===== src/ddpf_pkg.sv =====
// package for the dual dac power and fault control block
// assumes a frame decoder upstream that delivers parsed 24-bit register accesses
package ddpf_pkg;
   // register select code of the power control register
   localparam logic [2:0] DDPF_REG_POWER = 3'h2;
   // register select code of the control register (clamp and thermal enables)
   localparam logic [2:0] DDPF_REG_CONTROL = 3'h3;
   // control register function address for the enable bits
   localparam logic [2:0] DDPF_CTRL_FUNC = 3'h1;
   // power register field positions
   localparam int DDPF_PU_A_BIT = 0;
   localparam int DDPF_PU_B_BIT = 2;
   localparam int DDPF_VREF_POWER_ON_BIT = 4;
   localparam int DDPF_TSD_BIT = 5;
   localparam int DDPF_OC_A_BIT = 7;
   localparam int DDPF_OC_B_BIT = 9;
   // control register field positions
   localparam int DDPF_CLAMP_BIT = 2;
   localparam int DDPF_TSD_EN_BIT = 3;
   // reset values
   localparam logic DDPF_PU_RST = 1'b0;
   localparam logic DDPF_CLAMP_RST = 1'b1;
   localparam logic DDPF_TSD_EN_RST = 1'b0;
   // power-up time the host must wait, and its cycle count at 100 MHz
   localparam int DDPF_PWRUP_NS = 10000;
   localparam int DDPF_CLK_NS = 10;
   localparam int DDPF_PWRUP_CYC = (DDPF_PWRUP_NS + DDPF_CLK_NS - 1) / DDPF_CLK_NS;

   // one parsed register access from the serial frame decoder
   typedef struct packed {
      logic valid;        // one-cycle strobe
      logic rd;           // 1 = readback request
      logic [2:0] reg_sel;
      logic [2:0] addr;
      logic [15:0] data;
   } ddpf_req_t;

   // raw analog fault comparators
   typedef struct packed {
      logic oc_a;
      logic oc_b;
      logic overtemp;
      logic supplies_ok;
   } ddpf_fault_t;

   // output switch controls per channel
   typedef struct packed {
      logic amp_on_a;     // amplifier enabled and connected
      logic amp_on_b;
      logic clamp_gnd_a;  // 4k pull to ground engaged
      logic clamp_gnd_b;
      logic ilimit_a;     // 20 mA limiter active
      logic ilimit_b;
      logic vref_on;
   } ddpf_ana_t;

   typedef struct packed {
      logic pu_a;
      logic pu_b;
      logic vref_power_on;
      logic overtemp_alert;
      logic oc_a;
      logic oc_b;
      logic clamp_en;
      logic tsd_en;
      logic valid_word;   // a dac data word seen since supply power-up
      ddpf_ana_t ana;
      logic rd_valid;
      logic [15:0] rd_data;
   } ddpf_state_t;
endpackage : ddpf_pkg


===== src/ddpf_ctrl.sv =====
// power, reference and fault control of a dual voltage-output dac
// assumes requests come from a frame decoder on clk and fault inputs are asynchronous
`timescale 1ns/1ps

////////////////////////////////////////////////////////////////////////////////
// Summary of operation
// A access with register select 010 targets the power control register.
// Channel A runs when its power-up bit is set and is powered down when clear, clear at reset.
// Channel B runs when its power-up bit is set and is powered down when clear, clear at reset.
// The host waits 10 us after setting a power-up bit before loading that channel's output.
// With clamp disabled an overcurrent powers the channel down and clears its power-up bit.
// The reference power-up bit enables the internal reference, which resets powered down.
// The read-only thermal bit is set on overtemperature and both channels power down.
// The read-only channel A overcurrent bit is set while channel A is overcurrent.
// The read-only channel B overcurrent bit is set while channel B is overcurrent.
// With clamp enabled a shorted channel stays up at 20 mA and its flag follows the fault.
// At supply power-up outputs sit at 0 V, amplifiers off, until supplies settle and data arrives.
// Each channel powers down alone, grounding its pin through 4k and disconnecting its amplifier.
// After an automatic power-down the host must set the power-up bits again.
// Thermal shutdown is off after reset and acts only once its enable bit is set.
// With an external reference the host keeps the reference power-up bit clear.
// Clamp enable resets set, selecting the current clamp; clear selects auto power-down.
// Power register readback returns live power-up bits, reference bit and alert flags.
module ddpf_ctrl
   import ddpf_pkg::*;
(
   input wire logic clk,                 // 100 MHz clock
   input wire logic nrst,                // async reset, active low
   input wire ddpf_req_t req,            // parsed register access
   input wire ddpf_fault_t fault_raw,    // asynchronous analog comparators
   output ddpf_ana_t ana,                // analog switch controls
   output logic rd_valid,                // readback word strobe
   output logic [15:0] rd_data           // readback word
);

   ////////////////////////////////////////////////////////////////////////////
   // synchronise the asynchronous fault comparators
   ddpf_fault_t sync1_q;
   ddpf_fault_t sync2_q;
   always_ff @(posedge clk or negedge nrst) begin
      if (!nrst) begin
         sync1_q <= '0;
         sync2_q <= '0;
      end else begin
         sync1_q <= fault_raw;
         sync2_q <= sync1_q;
      end
   end

   ////////////////////////////////////////////////////////////////////////////
   function automatic logic [15:0] pack_power(input ddpf_state_t s);
      logic [15:0] w;
      w = '0;
      w[DDPF_PU_A_BIT] = s.pu_a;
      w[DDPF_PU_B_BIT] = s.pu_b;
      w[DDPF_VREF_POWER_ON_BIT] = s.vref_power_on;
      w[DDPF_TSD_BIT] = s.overtemp_alert;
      w[DDPF_OC_A_BIT] = s.oc_a;
      w[DDPF_OC_B_BIT] = s.oc_b;
      return w;
   endfunction : pack_power

   function automatic logic [15:0] pack_control(input ddpf_state_t s);
      logic [15:0] w;
      w = '0;
      w[DDPF_CLAMP_BIT] = s.clamp_en;
      w[DDPF_TSD_EN_BIT] = s.tsd_en;
      return w;
   endfunction : pack_control

   ////////////////////////////////////////////////////////////////////////////
   ddpf_state_t st_q;
   ddpf_state_t st_d;
   logic wr_pwr;
   logic wr_ctl;
   logic thermal_trip;

   always_comb begin
      st_d = st_q;
      st_d.rd_valid = 1'b0;
      wr_pwr = req.valid && !req.rd && (req.reg_sel == DDPF_REG_POWER);
      wr_ctl = req.valid && !req.rd && (req.reg_sel == DDPF_REG_CONTROL)
               && (req.addr == DDPF_CTRL_FUNC);
      thermal_trip = st_q.tsd_en && sync2_q.overtemp;

      // host writes; only the power-up bits and the control enable bits are writable, alert bits read-only
      if (wr_pwr) begin
         st_d.pu_a = req.data[DDPF_PU_A_BIT];
         st_d.pu_b = req.data[DDPF_PU_B_BIT];
         st_d.vref_power_on = req.data[DDPF_VREF_POWER_ON_BIT];
      end
      if (wr_ctl) begin
         st_d.clamp_en = req.data[DDPF_CLAMP_BIT];
         st_d.tsd_en = req.data[DDPF_TSD_EN_BIT];
      end
      // a dac data register write while supplies_ok is set counts as the first valid word
      if (req.valid && !req.rd && req.reg_sel == 3'h0 && sync2_q.supplies_ok) begin
         st_d.valid_word = 1'b1;
      end
      if (!sync2_q.supplies_ok) begin
         st_d.valid_word = 1'b0;
      end

      // live alert flags follow the condition
      st_d.oc_a = sync2_q.oc_a;
      st_d.oc_b = sync2_q.oc_b;
      // thermal flag latches until the enable is cleared by software
      if (thermal_trip) begin
         st_d.overtemp_alert = 1'b1;
      end else if (wr_ctl && !req.data[DDPF_TSD_EN_BIT]) begin
         st_d.overtemp_alert = 1'b0;
      end

      // fault power-downs win over a same-cycle host write of the power-up bit
      if (!st_q.clamp_en && sync2_q.oc_a) begin
         st_d.pu_a = 1'b0;
      end
      if (!st_q.clamp_en && sync2_q.oc_b) begin
         st_d.pu_b = 1'b0;
      end
      if (thermal_trip) begin
         st_d.pu_a = 1'b0;
         st_d.pu_b = 1'b0;
      end

      // output switches: amplifier and ground clamp are always complementary
      st_d.ana.amp_on_a = st_d.pu_a && st_d.valid_word;
      st_d.ana.amp_on_b = st_d.pu_b && st_d.valid_word;
      st_d.ana.clamp_gnd_a = !st_d.ana.amp_on_a;
      st_d.ana.clamp_gnd_b = !st_d.ana.amp_on_b;
      st_d.ana.ilimit_a = st_q.clamp_en && sync2_q.oc_a && st_d.pu_a;
      st_d.ana.ilimit_b = st_q.clamp_en && sync2_q.oc_b && st_d.pu_b;
      st_d.ana.vref_on = st_d.vref_power_on;

      // readback of the current state, not the written value
      if (req.valid && req.rd) begin
         st_d.rd_valid = 1'b1;
         if (req.reg_sel == DDPF_REG_POWER) begin
            st_d.rd_data = pack_power(st_q);
         end else if (req.reg_sel == DDPF_REG_CONTROL) begin
            st_d.rd_data = pack_control(st_q);
         end else begin
            st_d.rd_data = 16'h0000;
         end
      end
   end

   always_ff @(posedge clk or negedge nrst) begin
      if (!nrst) begin
         st_q <= '0;
         st_q.pu_a <= DDPF_PU_RST;
         st_q.pu_b <= DDPF_PU_RST;
         st_q.vref_power_on <= DDPF_PU_RST;
         st_q.clamp_en <= DDPF_CLAMP_RST;
         st_q.tsd_en <= DDPF_TSD_EN_RST;
         st_q.ana.clamp_gnd_a <= 1'b1;
         st_q.ana.clamp_gnd_b <= 1'b1;
      end else begin
         st_q <= st_d;
      end
   end

   assign ana = st_q.ana;
   assign rd_valid = st_q.rd_valid;
   assign rd_data = st_q.rd_data;
endmodule : ddpf_ctrl


===== config.mk =====
export PLATFORM = sky130hd
export DESIGN_NAME = ddpf_ctrl
export DESIGN_NICKNAME = d
export VERILOG_FILES = /design/src/ddpf_pkg.sv /design/src/ddpf_ctrl.sv
export SDC_FILE = /design/constraint.sdc
export NUM_CORES = 1
export LEC_CHECK = 0
export ABC_AREA = 0
export CAP_MARGIN = 15
export CELL_PAD_IN_SITES_DETAIL_PLACEMENT = 2
export CELL_PAD_IN_SITES_GLOBAL_PLACEMENT = 2
export CORE_ASPECT_RATIO = 1.5
export CORE_MARGIN = 5
export CORE_UTILIZATION = 37
export CTS_CLUSTER_DIAMETER = 100
export DETAILED_ROUTE_END_ITERATION = 10
export DONT_BUFFER_PORTS = 1
export HOLD_SLACK_MARGIN = 0.15
export PLACE_DENSITY_LB_ADDON = 0.1
export SYNTH_ARGS = -nofsm -noshare
export SYNTH_HDL_FRONTEND = slang
export SYNTH_SLANG_ARGS = --single-unit

===== constraint.sdc =====
create_clock -name clk -period 1.2 [get_ports clk]
set_input_delay 0.24 -clock clk [delete_from_list [all_inputs] [get_ports clk]]
set_output_delay 0.24 -clock clk [all_outputs]
set_load 0.02 [all_outputs]

==> flow_metrics.env, run 1 <==
export IMPL_avgSynthCellArea_um2=12.2
export IMPL_overflow=0
export IMPL_r2r_slack_ns=0.07
export IMPL_cts_buffers=5
export IMPL_rsz0062_at_grt="false"
export IMPL_netlist_instances=103
export IMPL_first_pass_iters=2
export IMPL_fp_row_count=26
export IMPL_worstHoldStart="req[22]"
export IMPL_htree_levels=2
export IMPL_power_leakage_nw=0.711
export IMPL_vdd_drop_max_mv=1.03
export IMPL_cp_arrival_ns=1.33
export IMPL_grt_first_pass_wirelength_mm=4.37
export IMPL_cts_root_buffer="clkbuf_8"
export IMPL_min_path_type="in2reg"
export IMPL_dieArea_mm2=0.00468
export IMPL_hold_path_depth=2
export IMPL_ios=54
export IMPL_drc_errors=0
export IMPL_port_buffers=0
export IMPL_setup_viol=0
export IMPL_vias=740
export IMPL_grt_max_degree=32
export IMPL_cts_root_to_sink_buffers=2
export IMPL_cp_max_fo=3
export IMPL_power_density_mw_per_mm2=1580
export IMPL_hold_path_end="rd_data[2]$_DFFE_PN0P_"
export IMPL_clkSinkCount=31
export IMPL_pre_cts_ws_ns=-0.107
export IMPL_ys_seq_area_frac=0.621
export IMPL_critPathLaunch="req[18]"
export IMPL_report_final_slew_viol_count=0
export IMPL_routedWlPerCell_um=16.4
export IMPL_synth_ff_latch_count=31
export IMPL_grt_total_usage=0.128
export IMPL_rr_worst_depth=2
export IMPL_via_per_inst=4.65
export IMPL_antennaDiodeCount=0
export IMPL_placed_cells=139
export IMPL_drtAntennaViolNets=0
export IMPL_finalCritPeriodShare=0.975
export IMPL_grt_pass1_vias=869
export IMPL_tritoncts="done"
export IMPL_r2r_start="st_q[26]$_DFFE_PN1P_"
export IMPL_fmax_ghz=0.855
export IMPL_die_h_um=81.4
export IMPL_synth_top_cell_area_share=0.558
export IMPL_fin_worst_skew_ns=0.00873
export IMPL_hold_violations=0
export IMPL_ys_warn_count=0
export IMPL_drtIter0Drc=6
export IMPL_synthDistinctLibCells=19
export IMPL_antenna_found_initial=0
export IMPL_initial_core_util=0.375
export IMPL_gp_congestion=0.647
export IMPL_netlist_top_cells_area="dfrtp_1 56%, buf_4 14%, dfstp_2 6.3%, a22o_1 3.5%, mux2_2 2.7%"
export IMPL_cp_required_ns=1.36
export IMPL_critPathCaptureType="flip-flop"
export IMPL_stdcell_count=159
export IMPL_period_needed_ns=1.17
export IMPL_drt_total_wl_mm=2.62
export IMPL_netlist_area_mm2=0.00126
export IMPL_status="finished, final reports clean"
export IMPL_cap_violations=0
export IMPL_clk_latency_ns=0.28
export IMPL_crit_path_start_kind="primary input"
export IMPL_fin_nets=146
export IMPL_area_growth_pct=19.4
export IMPL_coreArea_mm2=0.00335
export IMPL_regToRegEndpoint="ana[3]$_DFF_PN1_"
export IMPL_drive_above_1_share=0.265
export IMPL_place_detailed_hpwl_mm=1.94
export IMPL_setup_slack_ns=0.0300
export IMPL_yosysTopAreaCell="dfrtp_1"
export IMPL_path_class="in2reg"
export IMPL_fp_dieW_um=57.6
export IMPL_clk_pin_slew_ns=0.07
cell usage in the layout, fill, tap and decap left out:
cell	count
dfrtp_1	28
dlygate4sd3_1	10
buf_4	10
conb_1	9
clkbuf_8	6
inv_1	5
nor2_1	5
nand3_1	5
a22o_1	5
nand2_1	4
a21oi_1	4
mux2_2	3
dfstp_2	3
o21ai_1	2
mux2i_2	2
nor3_1	2
or3_1	2
o21ai_0	2
nor4b_4	1
nand2_2	1
nand2b_4	1
mux2i_1	1
nor2b_1	1
nor4bb_1	1
nor2_2	1
bufinv_16	1
clkinv_2	1
buf_12	1
per-layer routing:
metal  wire, µm  track usage
met3        186       0.0493
met2       1490        0.232
met4         58       0.0766
met1        878        0.119
met5          0            0
synth_stat cells:
cell type / number
nand2b_4: 1
o21ai_0: 4
nor4b_2: 1
conb_1: 1
nor3_1: 2
or3_1: 2
a22o_1: 5
nand2_1: 5
dfrtp_1: 28
mux2i_1: 3
nor2b_1: 1
inv_1: 5
buf_4: 23
nor2_1: 6
mux2_2: 3
nand3_1: 5
nor4bb_1: 1
dfstp_2: 3
a21oi_1: 4
cells by family (layout without fill, tap and decap cells):
family                 Yosys count  after routing  synth area share
AO/OA/AOI/OAI                   13             13            0.0667
buffers and inverters           28             34             0.152
flip-flops                      31             31             0.621
multiplexers                     6              6            0.0508
other                            1              9           0.00299
AND/OR/NAND/NOR                 24             24             0.107
repair_timing:
action                                  in CTS  in global routing
hold endpoints to repair                    40                  0
buffers inserted                             0                  1
hold buffers                                11                  0
endpoints found under the setup margin       0                  4
resized for setup                            0                  2
worst max path at each step:
stage / end / slack, ns / depth (start not counted)
after floorplan: ana[3]$_DFF_PN1_ / -0.003 / 4
after CTS: ana[4]$_DFF_PN1_ / 0.02 / 2
after global routing: st_q[25]$_DFFE_PN0P_ / 0.001 / 3
after detailed placement: ana[4]$_DFF_PN1_ / -0.11 / 4
final: st_q[25]$_DFFE_PN0P_ / 0.03 / 3
after global placement: ana[3]$_DFF_PN1_ / -0.14 / 4
worst max-delay path, cell delays in order:
cell and delay [ns]:
dlygate4sd3_1 0.55, nor2_2 0.18, mux2_2 0.35
metrics by stage:
step / total power, W / hold slack (ns) / utilization / setup TNS [ns] / area (µm²)
after floorplan: 0.00128 / -0.0556 / - / -0.00601 / 1310
after global placement: 0.00127 / -0.0548 / 0.375 / -0.600 / 1250
after detailed placement: 0.00128 / -0.0548 / 0.375 / -0.470 / 1250
after CTS: 0.00241 / 0.157 / 0.445 / 0 / 1490
after global routing: 0.00250 / 0.171 / 0.448 / 0 / 1500
final: 0.00237 / 0.158 / 0.448 / 0 / 1500
registers in the layout (all words and copies together), names as in the netlist:
signal,cells
sync1_q,4
rd_data,7
st_q,8
rd_valid,1
sync2_q,2
st_d,2
ana,7
where the power goes:
part / internal [W] / switching, W
clock network: 0.000671 / 0.000381
registers: 0.00109 / 0.0000531
logic: 0.0000838 / 0.0000916
area by class of cell:
cell class                 instances  area [µm²]
clock buffer                       6        82.6
clock inverter                     2        35.0
multi-input combinational         52         337
timing repair buffer              21         195
tap                               42        52.6
fill                             352        1850
sequential                        31         779
inverter                           5        18.8
No activity file was read; power rests on OpenSTA's default activity.
==> run 2: changes to the inputs <==
--- a/config.mk
+++ b/config.mk
@@ -17,6 +17,7 @@
 export DONT_BUFFER_PORTS = 1
 export HOLD_SLACK_MARGIN = 0.15
 export PLACE_DENSITY_LB_ADDON = 0.1
+export REMOVE_ABC_BUFFERS = 1
 export SYNTH_ARGS = -nofsm -noshare
 export SYNTH_HDL_FRONTEND = slang
 export SYNTH_SLANG_ARGS = --single-unit
==> flow_metrics.env, run 2 (same netlist as run 1, synthesis figures left out) <==
export IMPL_clk_pin_slew_ns=0.07
export IMPL_top_register="st_q"
export IMPL_first_pass_iters=3
export IMPL_crit_path_start_kind="flip-flop"
export IMPL_coreArea_mm2=0.00335
export IMPL_cts_buffers=5
export IMPL_overflow=0
export IMPL_setup_viol=0
export IMPL_grt_total_usage=0.125
export IMPL_cp_arrival_ns=1.35
export IMPL_period_needed_ns=1.14
export IMPL_htree_levels=2
export IMPL_ios=54
export IMPL_via_per_inst=4.52
export IMPL_antenna_found_initial=0
export IMPL_fin_nets=149
export IMPL_power_leakage_nw=0.717
export IMPL_dieArea_mm2=0.00468
export IMPL_status="finished, final reports clean"
export IMPL_cts_root_buffer="clkbuf_8"
export IMPL_rsz0062_at_grt="false"
export IMPL_cp_required_ns=1.40
export IMPL_vdd_drop_max_mv=1.14
export IMPL_slowest_delay_ns=0.57
export IMPL_clk_latency_ns=0.28
export IMPL_cpMaxStageDelayCell="dfstp_2"
export IMPL_grtUsageMet1=0.134
export IMPL_drtAntennaViolNets=0
export IMPL_fin_util=0.440
export IMPL_fin_hold_ws_ns=0.205
export IMPL_fp_row_count=26
export IMPL_tritoncts="done"
export IMPL_cts_setup_buffers=0
export IMPL_hold_violations=0
export IMPL_antennaDiodeCount=0
export IMPL_routedWlPerCell_um=15.5
export IMPL_place_detailed_hpwl_mm=1.85
export IMPL_final_common_cell="dfrtp_1"
export IMPL_met2_usage=0.212
export IMPL_port_buffers=0
export IMPL_report_final_slew_viol_count=0
export IMPL_path_class="reg2reg"
export IMPL_vias=732
export IMPL_initial_core_util=0.375
export IMPL_min_path_type="in2reg"
export IMPL_largest_register_ffs=8
export IMPL_layout_common_cells="28 x dfrtp_1, 12 x buf_4, 11 x dlygate4sd3_1, 9 x conb_1"
export IMPL_fin_worst_skew_ns=0.00626
export IMPL_cts_root_to_sink_buffers=2
export IMPL_finalCritPeriodShare=0.953
export IMPL_fmax_ghz=0.874
export IMPL_drtIter0Drc=12
export IMPL_critPathCaptureType="flip-flop"
export IMPL_clkSinkCount=31
export IMPL_drc_errors=0
export IMPL_grt_max_degree=32
export IMPL_power_density_mw_per_mm2=1410
export IMPL_grt_pass1_vias=881
export IMPL_drive_above_1_share=0.258
export IMPL_drt_total_wl_mm=2.52
export IMPL_top_usage_layer="met2"
export IMPL_cp_max_fo=5
export IMPL_gp_congestion=0.711
export IMPL_die_h_um=81.4
export IMPL_fp_dieW_um=57.6
export IMPL_cap_violations=0
export IMPL_grt_first_pass_wirelength_mm=4.33
export IMPL_area_growth_pct=17.4
export IMPL_use_met3=0.0509
export IMPL_finalSetupTns_ns=0
export IMPL_path_cells="o21ai_1 > or3_1"
run 2: changes by cell type in the layout (fill, tap and decap cells not counted), moves of 2 or more:
cell      change
buf_4         +2
clkinv_2      +2
mux2i_1       +2
mux2i_2       -2
run 2: layer usage:
layer,wire (µm),share of wire
met1,924,0.37
met2,1340,0.53
met3,197,0.078
met4,56,0.022
met5,0,0
run 2: path summary, 6_finish.rpt:
path | startpoint | cells past startpoint | slack, ns | endpoint
worst max-delay path | st_q[26]$_DFFE_PN1P_ | 2 | 0.06 | ana[4]$_DFF_PN1_
worst min-delay path | req[19] | 2 | 0.21 | rd_data[2]$_DFFE_PN0P_
worst max register to register | st_q[26]$_DFFE_PN1P_ | 2 | 0.06 | ana[4]$_DFF_PN1_
worst min register to register | sync1_q[2]$_DFF_PN0_ | 0 | 0.35 | st_d[27]$_DFF_PN0_
max in group asynchronous | nrst | 2 | 0.56 | ana[3]$_DFF_PN1_
min in group asynchronous | nrst | 2 | 0.40 | rd_data[0]$_DFFE_PN0P_
run 2: what timing repair did:
action                     in CTS  in global routing
hold endpoints to repair       41                  0
setup endpoints to repair       1                  4
gates resized for setup         1                  3
hold buffers                   12                  0
pin swaps                       0                  0
cloned                          0                  0
run 2: through the flow:
step                      setup WS (ns)  std cells  total power (W)  cell area [µm²]
after floorplan                 -0.0648         88          0.00123             1110
after global routing             0.0115        162          0.00221             1480
after detailed placement         -0.194        142          0.00128             1260
final                            0.0559        162          0.00208             1480
after global placement           -0.163        142          0.00127             1260
after CTS                        0.0250        162          0.00212             1470
run 2: critical path, delay by kind of cell (launching register included):
family / cells / cell delay, ns
simple gates: 1 / 0.38
compound gates: 1 / 0.12
flops: 1 / 0.57
run 2: layout make-up:
| type | count | area [µm²] |
|---|---|---|
| fill | 363 | 1880 |
| sequential | 31 | 779 |
| multi-input combinational | 52 | 320 |
| timing repair buffer | 24 | 220 |
| clock buffer | 5 | 68.8 |
| tap | 42 | 52.6 |
| inverter | 5 | 18.8 |
| clock inverter | 3 | 15.0 |
run 2: power breakdown:
| group | switching, W | internal (W) |
|---|---|---|
| clock | 0.000367 | 0.000395 |
| combinational | 0.0000903 | 0.0000804 |
| sequential | 0.0000528 | 0.00109 |
| total | 0.000510 | 0.00157 |
